File: src/pkg/spacing_params.svh
// Timing constants for the command spacing link
`ifndef SPACING_PARAMS_SVH
`define SPACING_PARAMS_SVH
`define CLK_PERIOD_PS      10000
`define PRECHARGE_PS       15000
`define WTR_MIN_CYCLES     2
`define CKE_HOLD_CYCLES    3
`define ODT_ON_CYCLES      2
`define ODT_OFF_CYCLES     2
`define PDX_CYCLES         2
`define WR_RESET           4'h4
`define CNT_W              5
`endif

File: src/pkg/spacing_pkg.sv
// Types shared by both ends of the command spacing link
package spacing_pkg;
   typedef enum logic [2:0] {
      cmd_nop   = 3'b000,
      cmd_act   = 3'b001,
      cmd_write = 3'b010,
      cmd_read  = 3'b011,
      cmd_wrap  = 3'b100,
      cmd_pre   = 3'b101
   } cmd_type;
   typedef enum logic [1:0] {
      pw_active = 2'b00,
      pw_pdown  = 2'b01,
      pw_sref   = 2'b10
   } power_type;
endpackage

File: src/pkg/spacing_if.sv
// Link between memory controller and memory device
`timescale 1ns/1ps
interface spacing_if;
   import spacing_pkg::*;
   cmd_type   cmd;
   logic      cke;
   logic      odt;
   logic      data_ok;
   logic      freq_change;
   logic      term_on;
   logic      data_corrupt;
   power_type power_state;
   modport ctrl (output cmd, output cke, output odt, output data_ok, output freq_change,
                 input term_on, input data_corrupt, input power_state);
   modport dram (input cmd, input cke, input odt, input data_ok, input freq_change,
                 output term_on, output data_corrupt, output power_state);
endinterface

File: src/rtl/ctrl_end.sv
// Controller end: command spacing counters and pin holds
`timescale 1ns/1ps
`include "spacing_params.svh"
// What this block and dram_end do
// RL1 - Auto-precharge delay is WR plus rounded precharge
// RL2 - Clock change only in self-refresh or power-down
// RL3 - Termination on two edges after control high
// RL4 - Termination off after second edge from low
// RL5 - Slow grades use 10ns on, 12.5ns off; dram_end uses 2 cycles (20ns) for both on and off
// RL6 - Write to read waits at least two cycles
// RL7 - Clock enable held three sampled edges
// RL8 - Rewrite location after bad write data timing
// RL9 - Time parameters become rounded-up cycle counts
// RL10 - Activate two edges after power-down exit
// RL11 - Down-counters block commands until zero
module ctrl_end
   import spacing_pkg::*;
#(
   parameter int WR_W = 4
)(
   input  wire logic            ref_clk,
   input  wire logic            rst_n,
   input  wire logic            clk_en,
   spacing_if.ctrl              link,
   input  wire logic [WR_W-1:0] wr_cycles,
   input  wire cmd_type         req_cmd,
   input  wire logic            req_valid,
   output logic                 req_ready,
   input  wire logic            req_data_ok,
   input  wire logic            req_cke,
   input  wire logic            req_odt,
   input  wire logic            req_freq,
   output logic                 freq_granted,
   output logic                 need_rewrite
);
   localparam int CW = `CNT_W;
   // Rounded-up precharge cycles
   localparam int PRE_CYC = (`PRECHARGE_PS + `CLK_PERIOD_PS - 1) / `CLK_PERIOD_PS;

   ////////////////////////////////////////////////////////////////////////////
   // How the spacing works, counter by counter
   //
   // Autoprecharge counter
   //   Loaded on the edge that takes a write with autoprecharge
   //   Value is write recovery plus the rounded-up precharge cycles
   //   Rounding up keeps the gap long enough at any clock period
   //   Activate stays refused until it has run down to zero
   //   Limitation: wr_cycles is read at the load edge only
   //
   // Write-to-read counter
   //   Loaded one above the minimum turnaround on every write
   //   The extra count covers the edge that registers the write itself
   //   Reads stay refused while it is nonzero
   //
   // Clock enable hold counter
   //   Loaded whenever the clock enable level moves
   //   Further moves wait until it is zero again
   //   So the device samples each level on three edges or more
   //   Trade-off: a quick wake-up request waits out a full hold
   //
   // Power-down exit counter
   //   Loaded when the clock enable rises
   //   Activate is refused until it has run down
   //
   // Rewrite flag
   //   Set by a write whose data timing was bad
   //   Cleared by the next write with good timing
   //   Reads stay refused while it is set; stale data is never trusted
   //
   // Frequency grant
   //   Only while the clock enable is low and settled
   //   Dropped on the same edge that starts a wake-up
   //   Hazard: a grant standing beside a high clock enable would let
   //   the clock move while the device is awake
   //
   // Clock enable input
   //   Low freezes every flip-flop of this end
   //   Counters then keep their values, so no gap is shortened
   //
   // Commands on the link stand one cycle, then fall back to nop

   logic [CW-1:0] dal_r, dal_nxt;
   logic [CW-1:0] wtr_r, wtr_nxt;
   logic [CW-1:0] cke_r, cke_nxt;
   logic [CW-1:0] pdx_r, pdx_nxt;
   logic          cke_o_r, cke_o_nxt;
   cmd_type       cmd_r,  cmd_nxt;
   logic          odt_r,  odt_nxt;
   logic          dok_r,  dok_nxt;
   logic          frq_r,  frq_nxt;
   logic          rew_r,  rew_nxt;
   logic          blocked;

   ////////////////////////////////////////////////////////////////////////////
   // Reads and activates each wait for their own counters; other commands wait only for the clock enable
   always_comb begin
      blocked = 1'b0;
      unique case (req_cmd)
         cmd_read:  blocked = (wtr_r != '0) || rew_r;      // [RL6] [RL8] [RL11]
         cmd_act:   blocked = (dal_r != '0) || (pdx_r != '0); // [RL10] [RL11]
         cmd_nop, cmd_write, cmd_wrap, cmd_pre: blocked = 1'b0;
      endcase
      if (!cke_o_r) blocked = 1'b1;
   end
   assign req_ready = !blocked;

   // Counter loads and countdown
   always_comb begin
      dal_nxt   = (dal_r != '0) ? dal_r - 1'b1 : dal_r;
      wtr_nxt   = (wtr_r != '0) ? wtr_r - 1'b1 : wtr_r;
      cke_nxt   = (cke_r != '0) ? cke_r - 1'b1 : cke_r;
      pdx_nxt   = (pdx_r != '0) ? pdx_r - 1'b1 : pdx_r;
      cke_o_nxt = cke_o_r;
      cmd_nxt   = cmd_nop;
      dok_nxt   = 1'b1;
      rew_nxt   = rew_r;
      odt_nxt   = req_odt;
      if (req_valid && !blocked) begin
         cmd_nxt = req_cmd;
         dok_nxt = req_data_ok;
         if (req_cmd == cmd_wrap) begin
            dal_nxt = CW'(wr_cycles) + CW'(PRE_CYC);       // [RL1] [RL9]
         end
         if (req_cmd == cmd_write || req_cmd == cmd_wrap) begin
            wtr_nxt = CW'(`WTR_MIN_CYCLES + 1);            // [RL6]
            rew_nxt = !req_data_ok;                        // [RL8]
         end
      end
      // Clock enable may only move after three sampled edges
      if (req_cke != cke_o_r && cke_r == '0) begin
         cke_o_nxt = req_cke;
         cke_nxt   = CW'(`CKE_HOLD_CYCLES);                // [RL7] [RL11]
         if (req_cke) pdx_nxt = CW'(`PDX_CYCLES);          // [RL10]
      end
   end

   // Frequency change is granted only while the clock enable is low
   // Next values are used so the grant drops on the wake-up edge itself
   always_comb begin
      frq_nxt = req_freq && !cke_o_r && !cke_o_nxt        // [RL2]
                && (cke_r == '0) && (cke_nxt == '0);
   end

   ////////////////////////////////////////////////////////////////////////////
   // Spacing counters; frozen with the rest while clk_en is low
   always_ff @(posedge ref_clk or negedge rst_n) begin
      if (!rst_n) begin
         dal_r   <= '0;
         wtr_r   <= '0;
         cke_r   <= '0;
         pdx_r   <= '0;
      end else if (clk_en) begin
         dal_r   <= dal_nxt;
         wtr_r   <= wtr_nxt;
         cke_r   <= cke_nxt;
         pdx_r   <= pdx_nxt;
      end
   end

   // Clock enable level; high out of reset so the device starts awake
   always_ff @(posedge ref_clk or negedge rst_n) begin
      if (!rst_n) begin
         cke_o_r <= 1'b1;
      end else if (clk_en) begin
         cke_o_r <= cke_o_nxt;
      end
   end

   // Command, termination and data timing toward the device
   always_ff @(posedge ref_clk or negedge rst_n) begin
      if (!rst_n) begin
         cmd_r   <= cmd_nop;
         odt_r   <= 1'b0;
         dok_r   <= 1'b1;
      end else if (clk_en) begin
         cmd_r   <= cmd_nxt;
         odt_r   <= odt_nxt;
         dok_r   <= dok_nxt;
      end
   end

   // Grant and rewrite flags
   always_ff @(posedge ref_clk or negedge rst_n) begin
      if (!rst_n) begin
         frq_r   <= 1'b0;
         rew_r   <= 1'b0;
      end else if (clk_en) begin
         frq_r   <= frq_nxt;
         rew_r   <= rew_nxt;
      end
   end

   ////////////////////////////////////////////////////////////////////////////
   // Link pins and local status, all straight from flip-flops

   assign link.cmd         = cmd_r;
   assign link.cke         = cke_o_r;
   assign link.odt         = odt_r;
   assign link.data_ok     = dok_r;
   assign link.freq_change = frq_r;
   assign freq_granted     = frq_r;
   assign need_rewrite     = rew_r;
endmodule // ctrl_end

File: src/flat_wrapper.sv
// flat-port wrapper written by rule: the top's interface ports become plain ports
module ctrl_end_flat import spacing_pkg::*;
#(
   parameter int WR_W = 4
)
  (ref_clk, rst_n, clk_en, wr_cycles, req_cmd, req_valid, req_ready, req_data_ok, req_cke, req_odt, req_freq, freq_granted, need_rewrite, link_cmd, link_cke, link_odt, link_data_ok, link_freq_change, link_term_on, link_data_corrupt, link_power_state);
  spacing_if link_i ();
  input  wire logic ref_clk;
  input  wire logic rst_n;
  input  wire logic clk_en;
  input  wire logic [WR_W-1:0] wr_cycles;
  input  wire cmd_type req_cmd;
  input  wire logic req_valid;
  output logic req_ready;
  input  wire logic req_data_ok;
  input  wire logic req_cke;
  input  wire logic req_odt;
  input  wire logic req_freq;
  output logic freq_granted;
  output logic need_rewrite;
  output wire logic [$bits(link_i.cmd)-1:0] link_cmd;
  output wire logic [$bits(link_i.cke)-1:0] link_cke;
  output wire logic [$bits(link_i.odt)-1:0] link_odt;
  output wire logic [$bits(link_i.data_ok)-1:0] link_data_ok;
  output wire logic [$bits(link_i.freq_change)-1:0] link_freq_change;
  input wire logic [$bits(link_i.term_on)-1:0] link_term_on;
  input wire logic [$bits(link_i.data_corrupt)-1:0] link_data_corrupt;
  input wire logic [$bits(link_i.power_state)-1:0] link_power_state;
  assign link_cmd = link_i.cmd;
  assign link_cke = link_i.cke;
  assign link_odt = link_i.odt;
  assign link_data_ok = link_i.data_ok;
  assign link_freq_change = link_i.freq_change;
  assign link_i.term_on = link_term_on;
  assign link_i.data_corrupt = link_data_corrupt;
  assign link_i.power_state = link_power_state;
  ctrl_end #(.WR_W(WR_W)) u_core (.ref_clk(ref_clk), .rst_n(rst_n), .clk_en(clk_en), .link(link_i), .wr_cycles(wr_cycles), .req_cmd(req_cmd), .req_valid(req_valid), .req_ready(req_ready), .req_data_ok(req_data_ok), .req_cke(req_cke), .req_odt(req_odt), .req_freq(req_freq), .freq_granted(freq_granted), .need_rewrite(need_rewrite));
endmodule
File: config.mk
export PLATFORM = sky130hd
export DESIGN_NAME = ctrl_end_flat
export DESIGN_NICKNAME = d
export VERILOG_FILES = /design/src/pkg/spacing_pkg.sv /design/src/pkg/spacing_if.sv /design/src/rtl/ctrl_end.sv /design/src/flat_wrapper.sv
export VERILOG_INCLUDE_DIRS = /design/src /design/src/pkg
export SDC_FILE = /design/constraint.sdc
export NUM_CORES = 1
export LEC_CHECK = 0
export BUFFER_PORTS_ARGS = -buffer_cell sky130_fd_sc_hd__buf_4
export CORE_MARGIN = 1
export CORE_UTILIZATION = 54
export DETAILED_ROUTE_END_ITERATION = 10
export PLACE_DENSITY_LB_ADDON = 0.2
export SYNTH_ARGS = -nofsm -noshare
export SYNTH_HDL_FRONTEND = slang
export SYNTH_SLANG_ARGS = --single-unit
export TNS_END_PERCENT = 100
File: constraint.sdc
create_clock -name ref_clk -period 2.6 [get_ports ref_clk]
set_clock_uncertainty 0.2 [all_clocks]
set_input_delay 0.39 -clock ref_clk [delete_from_list [all_inputs] [get_ports ref_clk]]
set_output_delay 0.39 -clock ref_clk [all_outputs]
set_load 0.1 [all_outputs]
==> flow_summary.toml <==
[run_status]
outcome = "finished with violations"
violations = "negative setup slack"

[logic_synthesis]
netlist_instances = 149
synth_edf_count = 0
synth_top_flop_cell = "dfrtp_1"
synth.distinct_cells = 50
yosysTopAreaCellShare = 0.430
ys_ff_latch = 28
synth_area_per_cell_sq_um = 10.1
synth_common_cells = "dfrtp_1 (26), nand2_1 (14), inv_1 (12), a21oi_1 (10), o21ai_0 (7)"
synth_fp_nets = 173
post-synth-top-count-cell = "dfrtp_1"
yosysSeqAreaShare = 0.465
ys_async_sr_fraction = 1.00
synth_top_cell_by_area = "dfrtp_1"
ys_warn_count = 0
netlist_top_cells_area = "dfrtp_1 (43%), ha_1 (4.1%), dfstp_2 (3.5%)"
syn_area_sq_mm = 0.00151

[floorplan]
ios = 29
rows = 18
die_h_um = 54.9
die-area_sq_mm = 0.00301
coreArea_sq_mm = 0.00257
start_util = 0.589
die_w_um = 54.9

[clock_tree]
h-tree-depth = 1
numCtsBuffers = 3
cts.reportedPaths.clkPinSlew_ps = 150
cts_root_buffer = "clkbuf_4"
clock_latency_ps = 320
tritoncts = "built"
cts_buffer_depth = 2
cts.sinks = 28

[placed_design]
place.gp.congestion = 0.842
dp_hpwl_um = 2250
place_inst = 200
portBuffers = 24

[sta]
finalWorstSetupSlack_ps = -8.31
slew_violations = 0
finalSetupViolCount = 1
rsz0062_at_grt = "yes"
finalHoldViolations = 0
min_period_over_period = 1.00
max_freq_mhz = 383
slew_headroom = 0.654
period_needed_ps = 2610
tightestPinTransition_ps = 515

[drt]
wl_per_cell_um = 15.6
drt_iter0_markers = 31
wirelength_um = 3310
num_vias = 1305
dr.pass1.iters = 4
drc = 0
route.antenna.remaining_nets = 0
vias_per_cell = 6.16

[grt]
grt_start_max_net_pins = 29
grt_pass1_vias = 1157
grt_first_pass_wirelength_um = 5120
gr-total-overflow = 0
grt_usage = 0.237
antenna_found_initial = 0

[power_and_ir_drop]
peakVddDrop_mv = 0.791
p_sw_w = 0.000851
power_frac_comb = 0.497
leakagePower_nw = 0.856
p_int_w = 0.00111
p_sw_frac = 0.435
seqPwrFrac = 0.394
p_clk_frac = 0.109
power_density_mw_per_mm2 = 1040

[layout]
post-route-util = 0.737
instances_no_fill = 212
area_growth_pct = 25.2
drive_above_1_share = 0.297
final_nets = 207
antennaDiodeCount = 0

[worst_setup_path]
cp-end-kind = "primary output"
path_depth = 7
start_kind = "register"
max_stage_delay_ps = 480
cp_slowest_cell = "or4b_4"
critPathTopFamily = "simple AND/OR/NAND/NOR gates"
path_buf_inv = 2
path_cells = "inv_2, ha_4, or4b_4, o221ai_4, nand2_2, nor2_4, buf_12"
cp.required_ps = 2010
arrival_ps = 2020
rr_worst_depth = 8
worstSetupPathType = "reg2out"
cp_max_fo = 2

[job]
drv_cap = 0

[min_path]
min_path_type = "in2reg"
hold_path_depth = 2
==> area by class of cell <==
type,count,area (sq um)
Tap cell,30,37.5
Clock buffer,4,36.3
Sequential cell,28,703
Fill cell,195,676
Timing Repair Buffer,33,263
Inverter,13,48.8
Multi-Input combinational cell,104,803
==> metrics by stage <==
| step | worst slack, ps | instance area [sq um] | hold slack [ps] | power, W | setup TNS [ps] |
|---|---|---|---|---|---|
| after floorplan | 60.7 | 1520 | -106 | 0.00139 | 0 |
| after global placement | 212 | 1720 | 126 | 0.00155 | 0 |
| after detailed placement | 144 | 1720 | 130 | 0.00159 | 0 |
| after CTS | -11.7 | 1850 | 24.8 | 0.00191 | -11.7 |
| after global routing | -81.9 | 1890 | 37.3 | 0.00209 | -81.9 |
| final | -8.31 | 1890 | 33.6 | 0.00196 | -8.31 |
==> what timing repair did <==
action | in CTS | in global routing
hold buffers | 1 | 0
endpoints found under the setup margin | 1 | 1
endpoints found under the hold margin | 26 | 0
gates resized for setup | 10 | 4
buffers inserted | 5 | 2
pin swaps | 3 | 3
==> registers in the layout, indices dropped and copies added, names as in the netlist <==
name,flops
u_core.link.odt,1
u_core.wtr_r,5
u_core.link.data_ok,1
u_core.link.cke,1
u_core.cke_r,5
u_core.dal_r,5
u_core.pdx_r,5
u_core.link.cmd,3
u_core.need_rewrite,1
u_core.freq_granted,1
==> power groups by stage <==
stage               logic [W]  clock network (W)  registers (W)
floorplan            0.000501                  0       0.000893
global placement     0.000807                  0       0.000744
detailed placement   0.000837                  0       0.000755
CTS                  0.000932           0.000221       0.000756
global route          0.00107           0.000231       0.000791
finish               0.000974           0.000214       0.000771
==> kinds of logic (layout without fill, tap and decap cells) <==
group / count (synthesis) / in the layout / share of synthesized area
and+or+nand+nor: 46 / 46 / 0.182
AOI/OAI and AO/OA: 45 / 45 / 0.214
DFF: 28 / 28 / 0.465
buffers and inverters: 17 / 50 / 0.0455
adders and majority gates: 5 / 5 / 0.0414
xor gates and xnor gates: 5 / 5 / 0.0290
muxes: 3 / 3 / 0.0223
==> cells in the final DEF, fill, tap and decap left out, types with 4 or more instances in the layout <==
master	synthesis	layout
o2bb2ai_1	5	5
dfrtp_1	26	26
nor3_1	5	5
o21ai_0	7	7
inv_1	12	10
a21oi_1	10	10
buf_4	1	31
ha_1	5	4
nand2_1	14	13
==> final timing paths <==
kind | start | end | slack [ps]
max | u_core.wtr_r[1] | req_ready | -8
min | req_data_ok | u_core.need_rewrite | 30
max reg2reg | u_core.wtr_r[1] | u_core.link.cmd[0] | 440
min reg2reg | u_core.link.data_ok | u_core.link.data_ok | 330
max in group asynchronous | rst_n | u_core.link.cke | 1590
min in group asynchronous | rst_n | u_core.cke_r[2] | 290
==> routing by layer <==
metal | GRT usage | share of wire | up-vias
met1 | 0.315 | 0.46 | 649
met2 | 0.410 | 0.50 | 27
met5 | 0 | 0 | -
met3 | 0.0246 | 0.040 | 2
met4 | 0.0667 | 0.0048 | 0
li1 | - | - | 627
Note: power is estimated with default switching activity, not from simulation.
